File: config.mk
export PLATFORM = sky130hd
export DESIGN_NAME = flr_fan_loop
export DESIGN_NICKNAME = d
export VERILOG_FILES = /design/src/pkg/flr_pkg.sv /design/src/verilog/flr_ramp.sv /design/src/verilog/flr_fan_loop.sv
export SDC_FILE = /design/constraint.sdc
export NUM_CORES = 1
export LEC_CHECK = 0
export BUFFER_PORTS_ARGS = -buffer_cell sky130_fd_sc_hd__buf_2
export CORE_MARGIN = 8
export CORE_UTILIZATION = 30
export CTS_CLUSTER_SIZE = 14
export DETAILED_ROUTE_END_ITERATION = 8
export GPL_TIMING_DRIVEN = 0
export SLEW_MARGIN = 25
export SYNTH_ARGS = -nofsm -noshare
export SYNTH_HDL_FRONTEND = slang
export SYNTH_SLANG_ARGS = --single-unit
File: constraint.sdc
create_clock -name clk -period 14.1 [get_ports clk]
set_input_delay 0 -clock clk [delete_from_list [all_inputs] [get_ports clk]]
set_output_delay 0 -clock clk [all_outputs]
set_load 0.05 [all_outputs]
File: src/pkg/flr_pkg.sv
// How it works
// - Local ramp field sets local fan slew limit.
// - Fast ramp codes step 1 to 48.
// - Slow select stretches every sweep time.
// - Bit 3 enables local channel smoothing.
// - Bits 6:4 set remote two slew limit.
// - Bit 7 enables remote two smoothing.
// - Floor duty maps linearly, 0x00 off, 0xff full.
// - Floors are read-only in automatic mode.
// - Lock bit makes all loop registers read-only.
// - Above start temperature fan rises from floor.
// - Start temperatures at 0x67..0x69, reset 0x5a.
// - Any critical excess forces all fans full.
// - Critical limit 0x80 disables the fail-safe.
// - Full duty holds until below limit minus hysteresis.
// - Quarter degree excess drives overtemperature pin low.
// - Critical limits at 0x6a..0x6c, reset 0x64.
// - Hysteresis registers 0x6d, 0x6e reset 0x44.
// - Register 0x6d holds two nibble fields; 0x6e uses only its high nibble.
// - Below start, floor holds until start minus hysteresis.
// - Below that, hold bit picks floor or off.
// - Quarter-rate bits slow ramp four times more.
package flr_pkg;

  localparam logic [7:0] ADDR_ACOUSTIC2  = 8'h63;
  localparam logic [7:0] ADDR_FLOOR1     = 8'h64;
  localparam logic [7:0] ADDR_FLOOR2     = 8'h65;
  localparam logic [7:0] ADDR_FLOOR3     = 8'h66;
  localparam logic [7:0] ADDR_START_R1   = 8'h67;
  localparam logic [7:0] ADDR_START_LOC  = 8'h68;
  localparam logic [7:0] ADDR_START_R2   = 8'h69;
  localparam logic [7:0] ADDR_CRIT_R1    = 8'h6a;
  localparam logic [7:0] ADDR_CRIT_LOC   = 8'h6b;
  localparam logic [7:0] ADDR_CRIT_R2    = 8'h6c;
  localparam logic [7:0] ADDR_HYST_R1LOC = 8'h6d;
  localparam logic [7:0] ADDR_HYST_CPUR2 = 8'h6e;

  localparam logic [7:0] RST_ACOUSTIC2 = 8'h00;
  localparam logic [7:0] RST_FLOOR     = 8'h80;
  localparam logic [7:0] RST_START     = 8'h5a;
  localparam logic [7:0] RST_CRIT      = 8'h64;
  localparam logic [7:0] RST_HYST      = 8'h44;
  localparam logic [7:0] CRIT_DISABLE  = 8'h80;
  localparam logic [7:0] DUTY_FULL     = 8'hff;
  localparam logic [7:0] DUTY_OFF      = 8'h00;

  localparam int LOCAL_RATE_LSB   = 0;
  localparam int LOCAL_SMOOTH_BIT = 3;
  localparam int R2_RATE_LSB      = 4;
  localparam int R2_SMOOTH_BIT    = 7;
  localparam int HYST_LO_LSB      = 0;
  localparam int HYST_HI_LSB      = 4;
  localparam int TEMP_FRAC        = 2;

  localparam longint CLK_HZ        = 125000000;
  localparam longint SWEEP_FAST_DS = 375;
  localparam longint SWEEP_SLOW_DS = 522;
  localparam longint DS_PER_S      = 10;
  localparam longint DUTY_STEPS    = 255;
  localparam int unsigned TICK_FAST_CYCLES = 32'(SWEEP_FAST_DS * CLK_HZ / DS_PER_S / DUTY_STEPS);
  localparam int unsigned TICK_SLOW_CYCLES = 32'(SWEEP_SLOW_DS * CLK_HZ / DS_PER_S / DUTY_STEPS);
  localparam int unsigned QUARTER_FACTOR   = 4;
  localparam logic [1:0] RST_SYNC = 2'b00;
  localparam logic [31:0] CNT_ZERO = 32'h0000_0000;

  function automatic logic [7:0] ramp_step(input logic [2:0] code);
    logic [7:0] step;
    step = 8'h01;
    unique case (code)
      3'h0: step = 8'h01;
      3'h1: step = 8'h02;
      3'h2: step = 8'h03;
      3'h3: step = 8'h04;
      3'h4: step = 8'h08;
      3'h5: step = 8'h0c;
      3'h6: step = 8'h18;
      3'h7: step = 8'h30;
    endcase
    return step;
  endfunction

  function automatic logic [7:0] sat_sub(input logic [7:0] a, input logic [7:0] b);
    return (a > b) ? 8'(a - b) : 8'h00;
  endfunction

endpackage

File: src/verilog/flr_ramp.sv
`timescale 1ns/10ps
`default_nettype none
module flr_ramp #(
  parameter int unsigned TICK_FAST = flr_pkg::TICK_FAST_CYCLES,
  parameter int unsigned TICK_SLOW = flr_pkg::TICK_SLOW_CYCLES
) (
  // Clock and reset
  input  wire logic       clk,
  input  wire logic       rst_n,
  // Control
  input  wire logic       smooth_en,
  input  wire logic [2:0] rate_code,
  input  wire logic       slow_select,
  input  wire logic       quarter_rate,
  input  wire logic [7:0] target,
  // Result
  output logic      [7:0] duty
);

  typedef struct packed {
    logic [31:0] tick_cnt;
    logic [7:0]  duty;
  } flr_ramp_s;

  flr_ramp_s   s;
  flr_ramp_s   n;
  logic [31:0] period;
  logic        tick;
  logic [7:0]  step;

  generate
    if (TICK_FAST < 1 || TICK_SLOW < 1 || TICK_SLOW > 32'h3fff_ffff) begin : g_bad
      $error("flr_ramp tick periods out of range");
    end
  endgenerate

  always_comb begin
    n      = s;
    period = slow_select ? TICK_SLOW : TICK_FAST;
    if (quarter_rate) begin
      period = 32'(period * flr_pkg::QUARTER_FACTOR);
    end
    step = flr_pkg::ramp_step(rate_code);
    tick = (s.tick_cnt >= 32'(period - 1));
    n.tick_cnt = tick ? flr_pkg::CNT_ZERO : 32'(s.tick_cnt + 1);
    if (!smooth_en) begin
      n.duty = target;
    end else if (tick) begin
      if (s.duty < target) begin
        n.duty = (8'(target - s.duty) > step) ? 8'(s.duty + step) : target;
      end else if (s.duty > target) begin
        n.duty = (8'(s.duty - target) > step) ? 8'(s.duty - step) : target;
      end
    end
  end

  always_ff @(posedge clk or negedge rst_n) begin
    if (!rst_n) begin
      s.tick_cnt <= flr_pkg::CNT_ZERO;
      s.duty     <= flr_pkg::DUTY_FULL;
    end else begin
      s <= n;
    end
  end

  assign duty = s.duty;

  AST_RAMP_BYPASS: assert property (@(posedge clk) disable iff (!rst_n)
    !smooth_en |=> duty == $past(target))
    else $error("ramp bypass did not follow target");

  AST_RAMP_SLEW: assert property (@(posedge clk) disable iff (!rst_n)
    smooth_en |=> ((duty >= $past(duty)) ? 8'(duty - $past(duty)) : 8'($past(duty) - duty))
                  <= flr_pkg::ramp_step($past(rate_code)))
    else $error("ramp step larger than selected rate");

  AST_RAMP_HOLD: assert property (@(posedge clk) disable iff (!rst_n)
    (smooth_en && !tick) |=> $stable(duty))
    else $error("ramp moved between ticks");

  AST_RAMP_PERIOD: assert property (@(posedge clk) disable iff (!rst_n)
    (quarter_rate && slow_select && tick) |-> s.tick_cnt >= 32'(TICK_SLOW * 4 - 1))
    else $error("quarter rate tick came early");

endmodule
`default_nettype wire

File: src/verilog/flr_fan_loop.sv
`timescale 1ns/10ps
`default_nettype none
module flr_fan_loop #(
  parameter int unsigned TICK_FAST = flr_pkg::TICK_FAST_CYCLES,
  parameter int unsigned TICK_SLOW = flr_pkg::TICK_SLOW_CYCLES
) (
  // Clock and reset
  input  wire logic       clk,
  input  wire logic       resetn,
  // Register port from the serial management logic
  input  wire logic       reg_wr_en,
  input  wire logic [7:0] reg_addr,
  input  wire logic [7:0] reg_wdata,
  input  wire logic [7:0] reg_rd_addr,
  output logic      [7:0] reg_rdata,
  // Mode and configuration bits held elsewhere
  input  wire logic       config_lock,
  input  wire logic       auto_mode,
  input  wire logic       ramp_slow_select,
  input  wire logic       local_quarter_rate,
  input  wire logic       remote2_quarter_rate,
  input  wire logic       fan1_below_start_hold,
  input  wire logic       fan2_below_start_hold,
  input  wire logic       fan3_below_start_hold,
  input  wire logic       overtemp_pin_is_output,
  // Measured temperatures, whole degrees above two fraction bits
  input  wire logic [9:0] remote1_temp,
  input  wire logic [9:0] local_temp,
  input  wire logic [9:0] remote2_temp,
  // Duty rise per degree above start, from the range logic
  input  wire logic [7:0] remote1_ramp_temperature_span,
  input  wire logic [7:0] local_ramp_temperature_span,
  input  wire logic [7:0] remote2_ramp_temperature_span,
  // Fan drive and protection
  output logic      [7:0] fan1_duty,
  output logic      [7:0] fan2_duty,
  output logic      [7:0] fan3_duty,
  output logic            failsafe_active,
  output logic            overtemp_signal_o,
  output logic            overtemp_signal_oe_n
);

  typedef struct packed {
    logic [7:0]      acoustic;
    logic [2:0][7:0] floor_duty;
    logic [2:0][7:0] start;
    logic [2:0][7:0] crit;
    logic [7:0]      hyst_r1loc;
    logic [7:0]      hyst_cpur2;
    logic [2:0]      running;
    logic [2:0]      crit_on;
    logic [2:0][7:0] target;
    logic [2:0][7:0] fan_out;
    logic            failsafe;
    logic            ot_drive;
    logic            ot_level;
    logic [7:0]      rdata;
  } flr_loop_s;

  flr_loop_s       s;
  flr_loop_s       n;
  logic [1:0]      rst_pipe;
  logic            rst_n;
  logic [2:0][9:0] temp;
  logic [2:0][7:0] span;
  logic [2:0]      hold;
  logic [2:0][3:0] hyst;
  logic [7:0]      ramp_local;
  logic [7:0]      ramp_remote2;
  logic            wr_ok;

  // Reset enters asynchronously but is released on the clock.
  always_ff @(posedge clk or negedge resetn) begin
    if (!resetn) begin
      rst_pipe <= flr_pkg::RST_SYNC;
    end else begin
      rst_pipe <= {rst_pipe[0], 1'b1};
    end
  end
  assign rst_n = rst_pipe[1];

  // Channel 0 is remote one, 1 is local, 2 is remote two; fan N follows channel N-1.
  assign temp = {remote2_temp, local_temp, remote1_temp};
  assign span = {remote2_ramp_temperature_span, local_ramp_temperature_span, remote1_ramp_temperature_span};
  assign hold = {fan3_below_start_hold, fan2_below_start_hold, fan1_below_start_hold};
  assign hyst[0] = s.hyst_r1loc[flr_pkg::HYST_HI_LSB +: 4];
  assign hyst[1] = s.hyst_r1loc[flr_pkg::HYST_LO_LSB +: 4];
  assign hyst[2] = s.hyst_cpur2[flr_pkg::HYST_HI_LSB +: 4];

  function automatic logic [7:0] loop_duty(
    input logic [7:0] t,
    input logic [7:0] start,
    input logic [7:0] floor_duty,
    input logic [7:0] rise,
    input logic       running,
    input logic       hold_floor
  );
    logic [16:0] sum;
    sum = 17'h00000;
    if (t > start) begin
      sum = 17'(floor_duty) + 17'(8'(t - start)) * 17'(rise);
      return (sum > 17'(flr_pkg::DUTY_FULL)) ? flr_pkg::DUTY_FULL : sum[7:0];
    end else if (running) begin
      return floor_duty;
    end
    return hold_floor ? floor_duty : flr_pkg::DUTY_OFF;
  endfunction

  function automatic logic [7:0] read_reg(input flr_loop_s r, input logic [7:0] a);
    logic [7:0] d;
    d = 8'h00;
    unique case (a)
      flr_pkg::ADDR_ACOUSTIC2:  d = r.acoustic;
      flr_pkg::ADDR_FLOOR1:     d = r.floor_duty[0];
      flr_pkg::ADDR_FLOOR2:     d = r.floor_duty[1];
      flr_pkg::ADDR_FLOOR3:     d = r.floor_duty[2];
      flr_pkg::ADDR_START_R1:   d = r.start[0];
      flr_pkg::ADDR_START_LOC:  d = r.start[1];
      flr_pkg::ADDR_START_R2:   d = r.start[2];
      flr_pkg::ADDR_CRIT_R1:    d = r.crit[0];
      flr_pkg::ADDR_CRIT_LOC:   d = r.crit[1];
      flr_pkg::ADDR_CRIT_R2:    d = r.crit[2];
      flr_pkg::ADDR_HYST_R1LOC: d = r.hyst_r1loc;
      flr_pkg::ADDR_HYST_CPUR2: d = r.hyst_cpur2;
      default:                  d = 8'h00;
    endcase
    return d;
  endfunction

  always_comb begin
    n     = s;
    wr_ok = reg_wr_en && !config_lock;
    if (wr_ok) begin
      unique case (reg_addr)
        flr_pkg::ADDR_ACOUSTIC2:  n.acoustic = reg_wdata;
        flr_pkg::ADDR_FLOOR1:     n.floor_duty[0] = auto_mode ? s.floor_duty[0] : reg_wdata;
        flr_pkg::ADDR_FLOOR2:     n.floor_duty[1] = auto_mode ? s.floor_duty[1] : reg_wdata;
        flr_pkg::ADDR_FLOOR3:     n.floor_duty[2] = auto_mode ? s.floor_duty[2] : reg_wdata;
        flr_pkg::ADDR_START_R1:   n.start[0] = reg_wdata;
        flr_pkg::ADDR_START_LOC:  n.start[1] = reg_wdata;
        flr_pkg::ADDR_START_R2:   n.start[2] = reg_wdata;
        flr_pkg::ADDR_CRIT_R1:    n.crit[0] = reg_wdata;
        flr_pkg::ADDR_CRIT_LOC:   n.crit[1] = reg_wdata;
        flr_pkg::ADDR_CRIT_R2:    n.crit[2] = reg_wdata;
        flr_pkg::ADDR_HYST_R1LOC: n.hyst_r1loc = reg_wdata;
        flr_pkg::ADDR_HYST_CPUR2: n.hyst_cpur2 = reg_wdata;
        default:                  n.acoustic = s.acoustic;
      endcase
    end
    n.rdata = read_reg(s, reg_rd_addr);
    n.ot_drive = 1'b0;
    for (int i = 0; i < 3; i++) begin
      // Start hysteresis: set above start, clear at start minus hysteresis.
      if (temp[i][9:2] > s.start[i]) begin
        n.running[i] = 1'b1;
      end else if (temp[i][9:2] <= flr_pkg::sat_sub(s.start[i], 8'(hyst[i]))) begin
        n.running[i] = 1'b0;
      end
      // A disabled limit never latches, so a stale latch clears at once.
      if (s.crit[i] == flr_pkg::CRIT_DISABLE) begin
        n.crit_on[i] = 1'b0;
      end else if (temp[i][9:2] > s.crit[i]) begin
        n.crit_on[i] = 1'b1;
      end else if (temp[i][9:2] < flr_pkg::sat_sub(s.crit[i], 8'(hyst[i]))) begin
        n.crit_on[i] = 1'b0;
      end
      if (s.crit[i] != flr_pkg::CRIT_DISABLE && temp[i] >= 10'({s.crit[i], 2'b00} + 10'h001)) begin
        n.ot_drive = overtemp_pin_is_output;
      end
      // In manual mode the floor register is the requested duty.
      n.target[i] = auto_mode ? loop_duty(temp[i][9:2], s.start[i], s.floor_duty[i], span[i],
                                          n.running[i], hold[i]) : s.floor_duty[i];
    end
    n.failsafe   = |n.crit_on;
    n.fan_out[0] = n.failsafe ? flr_pkg::DUTY_FULL : s.target[0];
    n.fan_out[1] = n.failsafe ? flr_pkg::DUTY_FULL : ramp_local;
    n.fan_out[2] = n.failsafe ? flr_pkg::DUTY_FULL : ramp_remote2;
    n.ot_level   = 1'b0;
  end

  always_ff @(posedge clk or negedge rst_n) begin
    if (!rst_n) begin
      s.acoustic   <= flr_pkg::RST_ACOUSTIC2;
      s.floor_duty <= {3{flr_pkg::RST_FLOOR}};
      s.start      <= {3{flr_pkg::RST_START}};
      s.crit       <= {3{flr_pkg::RST_CRIT}};
      s.hyst_r1loc <= flr_pkg::RST_HYST;
      s.hyst_cpur2 <= flr_pkg::RST_HYST;
      s.running    <= 3'h0;
      s.crit_on    <= 3'h0;
      s.target     <= {3{flr_pkg::DUTY_FULL}};
      s.fan_out    <= {3{flr_pkg::DUTY_FULL}};
      s.failsafe   <= 1'b0;
      s.ot_drive   <= 1'b0;
      s.ot_level   <= 1'b0;
      s.rdata      <= 8'h00;
    end else begin
      s <= n;
    end
  end

  // Smoothing only exists for the local and remote two loops.
  flr_ramp #(
    .TICK_FAST(TICK_FAST),
    .TICK_SLOW(TICK_SLOW)
  ) u_ramp_local (
    .clk         (clk),
    .rst_n       (rst_n),
    .smooth_en   (s.acoustic[flr_pkg::LOCAL_SMOOTH_BIT]),
    .rate_code   (s.acoustic[flr_pkg::LOCAL_RATE_LSB +: 3]),
    .slow_select (ramp_slow_select),
    .quarter_rate(local_quarter_rate),
    .target      (s.target[1]),
    .duty        (ramp_local)
  );

  flr_ramp #(
    .TICK_FAST(TICK_FAST),
    .TICK_SLOW(TICK_SLOW)
  ) u_ramp_remote2 (
    .clk         (clk),
    .rst_n       (rst_n),
    .smooth_en   (s.acoustic[flr_pkg::R2_SMOOTH_BIT]),
    .rate_code   (s.acoustic[flr_pkg::R2_RATE_LSB +: 3]),
    .slow_select (ramp_slow_select),
    .quarter_rate(remote2_quarter_rate),
    .target      (s.target[2]),
    .duty        (ramp_remote2)
  );

  assign reg_rdata            = s.rdata;
  assign fan1_duty            = s.fan_out[0];
  assign fan2_duty            = s.fan_out[1];
  assign fan3_duty            = s.fan_out[2];
  assign failsafe_active      = s.failsafe;
  assign overtemp_signal_o    = s.ot_level;
  assign overtemp_signal_oe_n = !s.ot_drive;

  AST_FAILSAFE_FULL: assert property (@(posedge clk) disable iff (!rst_n)
    failsafe_active |-> (fan1_duty == 8'hff && fan2_duty == 8'hff && fan3_duty == 8'hff))
    else $error("fail-safe active without full duty");

  AST_LOCK_WRITE: assert property (@(posedge clk) disable iff (!rst_n)
    (reg_wr_en && config_lock) |=> ($stable(s.start) && $stable(s.crit) && $stable(s.acoustic)
                                    && $stable(s.hyst_r1loc) && $stable(s.hyst_cpur2)))
    else $error("write took effect while locked");

  AST_FLOOR_AUTO: assert property (@(posedge clk) disable iff (!rst_n)
    (reg_wr_en && auto_mode) |=> $stable(s.floor_duty))
    else $error("floor written in automatic mode");

  AST_CRIT_DISABLE: assert property (@(posedge clk) disable iff (!rst_n)
    (s.crit[1] == 8'h80) |=> !s.crit_on[1])
    else $error("disabled limit latched the fail-safe");

  AST_CRIT_HOLD: assert property (@(posedge clk) disable iff (!rst_n)
    (s.crit_on[1] && s.crit[1] != 8'h80 && local_temp[9:2] >= 8'(s.crit[1] - 8'(hyst[1])))
    |=> s.crit_on[1])
    else $error("fail-safe released inside hysteresis");

  AST_OT_PIN: assert property (@(posedge clk) disable iff (!rst_n)
    (overtemp_pin_is_output && s.crit[1] != 8'h80 && local_temp > {s.crit[1], 2'b00})
    |=> (!overtemp_signal_oe_n && !overtemp_signal_o))
    else $error("overtemperature pin not driven low");

  AST_REG_RESET_START: assert property (@(posedge clk)
    $rose(rst_n) |-> (s.start[0] == 8'h5a && s.start[2] == 8'h5a && s.hyst_r1loc == 8'h44))
    else $error("start or hysteresis reset value wrong");

  AST_IDLE_OFF: assert property (@(posedge clk) disable iff (!rst_n)
    (auto_mode && !s.running[0] && !fan1_below_start_hold && remote1_temp[9:2] <= s.start[0])
    |=> (s.target[0] == 8'h00))
    else $error("idle fan not switched off");

  // The pin stays released whenever it is configured as an input.
  AST_OT_QUIET: assert property (@(posedge clk) disable iff (!rst_n)
    !overtemp_pin_is_output |=> overtemp_signal_oe_n)
    else $error("overtemperature pin driven while configured as input");

  AST_FLOOR_TARGET: assert property (@(posedge clk) disable iff (!rst_n)
    !auto_mode |=> s.target[0] == $past(s.floor_duty[0]))
    else $error("manual target did not follow floor register");

  AST_RUN_SET: assert property (@(posedge clk) disable iff (!rst_n)
    (remote1_temp[9:2] > s.start[0]) |=> s.running[0])
    else $error("loop not running above start temperature");

  // Checks the local channel against the low nibble directly, not the decoded copy.
  AST_RUN_CLEAR: assert property (@(posedge clk) disable iff (!rst_n)
    (local_temp[9:2] <= flr_pkg::sat_sub(s.start[1], 8'(s.hyst_r1loc[3:0]))) |=> !s.running[1])
    else $error("loop still running below start minus hysteresis");

endmodule
`default_nettype wire

Yosys cells after proc, flatten, opt, wreduce, memory -nomap -nowiden
Memories as Yosys holds them, arrays and structs flattened. Cells that the tools add are included.

Memories kept: 2. Bits in registers: 242. Output and inout bits: 35. Bits in read-only memories: 96.

Memories: (name not given) (depth 8, width 6, rd ports 1, clocked after memory_dff 0, write ports 0, RTL line flr_pkg.sv:69) `unique case (code)`; (name not given) (depth 8, width 6, rd ports 1, clocked after memory_dff 0, write ports 0, RTL line flr_pkg.sv:69).

Add/subtract/negate cells: 27. Mux-type cells: 69. $lt $le $gt $ge: 34. Reduce and logical (&&, ||, !) cells: 21. Multiply operators: 3. Equal/unequal tests: 34. Bitwise operators: 1.

Operator list (number): $mux W8 (39); $eq A8 B7 Y1 const B (24); $mux W32 (4); $gt A8 B8 Y1 (12); $pmux W8 S12 (1); $sub A8 B8 Y8 (9); $add A32 B1 Y32 const B (2); $ge A32 B32 Y1 (2); $sub A32 B1 Y32 const B (2); $add A8 B16 Y17 (3); $gt A17 B8 Y1 const B (3); $gt A8 B4 Y1 (6); $mul A8 B8 Y16 (3); $sub A8 B4 Y8 (6); $lt A8 B8 Y1 (5); $add A10 B1 Y10 const B (3); $ge A10 B10 Y1 (3); $eq A8 B8 Y1 const B (3); $le A8 B8 Y1 (3); $mux W1 (24); $mux W24 (1); $ne A8 B8 Y1 const B (3); $reduce_and A2 Y1 (11); $add A8 B8 Y8 (2); other kinds (7) (15).

Depth between registers and ports, before layout
Depth after elaboration: 9. Depth in mapped cells: 27.

Modules after synthesis
A second synthesis with hierarchy kept.

Cells, all modules: 3018. Area, all modules: 27302.4 um^2.

By module, submodules not included: flr_fan_loop (times used 1, area each 18691.7 um^2, cells each 2012, sequential area each 4149.0 um^2); flr_ramp at u_ramp_remote2 (times used 1, area each 4344.2 um^2, cells each 507, sequential area each 1011.0 um^2); flr_ramp at u_ramp_local (times used 1, area each 4266.6 um^2, cells each 499, sequential area each 1011.0 um^2).

Worst setup path before layout
Ideal clock, no wire load.

Kind: register to register. From: reg s[114] in the netlist's numbering. To: reg s[49] (netlist name). Library setup time: 0.087 ns. Required time: 14.013 ns. Cell stages (with the launch flop): 28. Setup slack: 7.401 ns. Clock period less this slack: 6.699 ns. Arrival: 6.612 ns. Cells stage by stage: dfstp_2 inv_1 ha_1 nor2b_1 o21ai_0 a21boi_0 o21a_1 nor2_1 o21bai_1 a21oi_2 mux2_2 fa_1 inv_1 fa_1 fa_1 inv_1 fa_1 inv_1 ha_1 a21oi_2 o21ai_1 xor2_1 or4_1 a21oi_2 nand4_2 buf_6 o31a_1 a2bb2oi_1.

RTL lines: start, declared (RTL line flr_fan_loop.sv:60) `flr_loop_s s;`; start signal, assigned (RTL line flr_fan_loop.sv:198) `s <= n;`.

==> reports/qor.log <==
INFO  run_status     status=finished clean
INFO  setup_path     crit_fanout=10
INFO  clocking       tritoncts_sink_count=242
INFO  cells_and_area design.final.nets=3807
INFO  clocking       worst_skew_late_latency=0.54ns
INFO  timing         fin_setup_tns=0ns
INFO  cells_and_area instances_no_fill=4375
INFO  power          power_per_cell_area=103.2nW/µm²
INFO  synth          synth-edff-count=0
INFO  power          power_frac_comb=0.543
INFO  floorplanning  std_cell_rows=110
INFO  synth          yosys_register_bits=242
INFO  cells_and_area layout-drive-gt1-share=0.1340
INFO  floorplanning  io_count=125
INFO  grt            grt_pass1_wl=118900µm
INFO  synth          async_set_or_reset_flop_fraction_in_the_synthesized_netlist=1.000
INFO  synth          synthDistinctLibCells=94
INFO  route          vias=22.07k
INFO  synth          synth_area_leaders=ha_1, dfrtp_1, fa_1, dfstp_2, inv_1
INFO  flow_run       drv.max_cap_violation_count=0
INFO  setup_path     crit_path_class=flip-flop to flip-flop
INFO  timing         fin_worst_skew=0.01430ns
INFO  clocking       cts_tree=built
INFO  setup_path     cp_data_required_time=14.52ns
INFO  setup_path     worstPathArrival=7.91ns
INFO  place          placedCellCount=4311
INFO  place          detailedPlacementHpwl=61070µm
INFO  clocking       post-cts-setup-buffers=0
INFO  timing         max-slew-margin-rel=0.2890
INFO  place          i_o_buffers=117
INFO  clocking       total_clock_buffers_created_by_cts=24
INFO  synth          synthCells=3001
INFO  synth          synthesis.area=27160µm²
INFO  power          cell_internal_pwr=1840µW
INFO  route          dr.pass1.iters=6
INFO  hold_path      min-delay-path-class=input pin to flip-flop
INFO  grt            maximum_number_of_pins_on_one_net_before_global_route_repair=53
INFO  clocking       cts_clock_pin_slew_for_the_worst_setup_and_hold_paths=0.07ns
INFO  setup_path     crit_path_start_kind=flip-flop
INFO  setup_path     worstSetupStartpoint=s[114]
INFO  power          seqPwrFrac=0.243
INFO  setup_path     timing.critical_path.to_type=flip-flop
INFO  route          route.detailed.vias_per_inst=5.045
INFO  route          drt_first_iter_violations=1414
INFO  power          irDropWorstVdd=0.07218mV
INFO  power          p_clk_frac=0.214
INFO  route          drc=0
INFO  synth          synth.top_cells.by_count=ha_1, inv_1, nand2_1, nor2_1, dfrtp_1
INFO  route          wl=74500µm
INFO  clocking       cts-root-to-sink-buffers=3
INFO  clocking       cts_root_buffer=clkbuf_16
INFO  synth          synth_top_area_share=0.1801
INFO  timing         final-setup-viol-count=0
INFO  timing         worst_pin_slew=1.058ns
INFO  clocking       htree_levels=1
INFO  route          routedWlPerCell=17.03µm
INFO  synth          synth-seq-area-share=0.2272
INFO  route          drt.antenna.violating_nets=0
INFO  timing         setup_repair_after_global_routing_missed_its_margin=false
INFO  timing         fmaxAchievable=133.4MHz
INFO  power          power.static_leakage=0.01440µW
INFO  floorplanning  die_w=316.9µm
INFO  place          finalWeightedCongestion=0.9121
INFO  timing         fin_crit_sh=0.5317
INFO  timing         finalWorstPathRequiredPeriod=7.497ns
INFO  hold_path      min-delay-start=reg_addr[3]
INFO  setup_path     worstReg2RegStart=s[114]
INFO  grt            grt_antenna_before_repair=5
INFO  timing         finalHoldViolations=0
INFO  cells_and_area syn2layout_area_growth=11.81%
INFO  floorplanning  floorplan.initialDensity=0.3022
INFO  grt            grt_overflow_total=0
INFO  power          netSwitchingFraction=0.4128
INFO  floorplanning  die_h=316.9µm
INFO  synth          warnings_from_yosys=0
INFO  synth          synth_most_common_cell=ha_1
INFO  synth          ys.flop_type=dfrtp_1
INFO  cells_and_area number_of_inserted_filler_cells_in_the_final_layout=9313
INFO  grt            first_global_vias=21.75k
INFO  synth          syn_avg_cell_area=9.052µm²
INFO  floorplanning  core=89870µm²
INFO  floorplanning  floorplan.die_area=100400µm²
INFO  power          power.net_switching=1294µW
INFO  timing         final_max_tran_viols=0
INFO  synth          synth_top_cell_by_area=ha_1
INFO  grt            global_route.usage.total=0.1461
[layout by cell type (no fill, tap or decap), types with 12 or more instances in the layout]
cell type / synthesis / final
nand3_1: 70 / 70
xnor2_1: 57 / 57
or3_1: 15 / 15
nand3b_1: 20 / 20
mux2_2: 85 / 85
nor2b_1: 65 / 65
a21o_1: 72 / 72
o31a_1: 12 / 12
o22ai_1: 16 / 16
and3_1: 27 / 27
mux2i_1: 31 / 31
a221oi_1: 32 / 32
dlygate4sd3_1: 0 / 16
clkbuf_1: 44 / 51
and2_1: 71 / 71
o211ai_1: 20 / 20
a31oi_1: 19 / 19
nand2_1: 250 / 250
o21bai_1: 17 / 17
clkbuf_16: 0 / 25
fa_1: 149 / 149
o31ai_1: 14 / 14
o21a_1: 30 / 30
conb_1: 2 / 14
dfrtp_1: 150 / 149
a22o_1: 25 / 25
nor3_1: 29 / 29
inv_1: 350 / 350
dfstp_2: 92 / 92
o21ai_0: 125 / 125
a21oi_1: 107 / 107
xor2_1: 65 / 65
a211oi_1: 23 / 23
nand2b_1: 73 / 73
buf_4: 37 / 37
ha_1: 391 / 391
nand4_1: 46 / 46
buf_2: 12 / 129
nor2_1: 186 / 186
[critical path, cell delays in order, from the launching register on]
cell and delay, ns:
dfstp_2 0.65, inv_1 0.11, ha_1 0.30, nor2b_1 0.13, o21ai_0 0.19, a21boi_0 0.15, o21a_1 0.19, nor2_1 0.15
o21bai_1 0.10, a21oi_2 0.45, mux2_2 0.43, fa_1 0.48, inv_1 0.05, fa_1 0.48, fa_1 0.50, inv_1 0.05
fa_1 0.52, inv_1 0.04, ha_1 0.35, o211ai_1 0.15, o211ai_1 0.29, and2_1 0.23, a31oi_1 0.10, o21ai_0 0.18
mux2_2 0.42, buf_2 0.20, o311ai_1 0.27, nand3_1 0.19
[power by group through the flow]
stage          Clock [µW]  Combinational [µW]  Sequential (µW)
2_1_floorplan           0                1310              768
3_3_place_gp            0                1660              785
3_5_place_dp            0                1690              774
4_1_cts               689                1710              762
5_1_grt               718                1950              765
6_report              671                1700              763
[kinds of logic (layout without fill, tap and decap cells)]
| family | Yosys count | after routing | share of synthesized area |
|---|---|---|---|
| xor+xnor | 122 | 122 | 0.03934 |
| buf+inv | 448 | 630 | 0.06868 |
| mux | 118 | 118 | 0.04749 |
| compound gates | 620 | 620 | 0.1579 |
| other cells | 2 | 18 | 0.0002765 |
| fa+ha+maj | 540 | 540 | 0.2899 |
| flops | 242 | 242 | 0.2272 |
| simple gates | 909 | 909 | 0.1692 |
[timing repair]
action	in CTS	in global routing
hold buffers	16	0
gates resized for setup	0	0
hold endpoints to repair	24	0
[final timing paths]
check                                endpoint  cells after the start  slack [ns]
min                                     s[99]                      5        0.02
max reg2reg                             s[48]                     27        6.60
max                                     s[48]                     27        6.60
min reg2reg                u_ramp_local.s[32]                      0        0.24
min in group asynchronous  u_ramp_local.s[32]                      0        0.24
max in group asynchronous               s[95]                      4       12.37
[final cells by class]
| class | instances | area (µm²) | area share |
|---|---|---|---|
| clock inverters | 10 | 125.1 | 0.004119 |
| plain buffers | 98 | 551.8 | 0.01817 |
| clock buffers | 34 | 679.4 | 0.02237 |
| inverters | 350 | 1314 | 0.04325 |
| multi-input cells | 2323 | 19180 | 0.6314 |
| flip-flops and latches | 242 | 6175 | 0.2033 |
| repair buffers | 138 | 868.3 | 0.02859 |
| well taps | 1176 | 1471 | 0.04844 |
| diodes | 4 | 10.01 | 0.0003296 |
[flip-flops by register name (all words and copies together) (netlist names)]
name                 count
failsafe_active          1
fan1_duty                8
fan2_duty                8
fan3_duty                8
hyst                    12
reg_rdata                8
rst_pipe                 2
s                      115
u_ramp_local.duty        8
u_ramp_local.s          32
u_ramp_remote2.duty      8
u_ramp_remote2.s        32
[stage by stage]
stage / instance area [µm²] / setup slack (ns) / hold WS, ns / utilization / total power [µW]
after floorplan: 27210 / 7.017 / -0.2956 / - / 2080
after global placement: 29270 / 3.904 / -0.2122 / 0.3256 / 2442
after detailed placement: 29390 / 6.644 / -0.2122 / 0.3270 / 2461
after CTS: 30360 / 6.600 / 0.0008184 / 0.3378 / 3157
after global routing: 30370 / 6.092 / 0.05952 / 0.3379 / 3433
final: 30370 / 6.603 / 0.02322 / 0.3380 / 3134
[layer usage]
layer  vias up  wire (µm)  GRT usage
met2       611      32670     0.2307
met5         -          0          0
met3       108       5033    0.02676
met4         0       1833    0.03314
li1      10751          -          -
met1     10603      34960     0.2065
No activity file was read; power rests on OpenSTA's default activity.
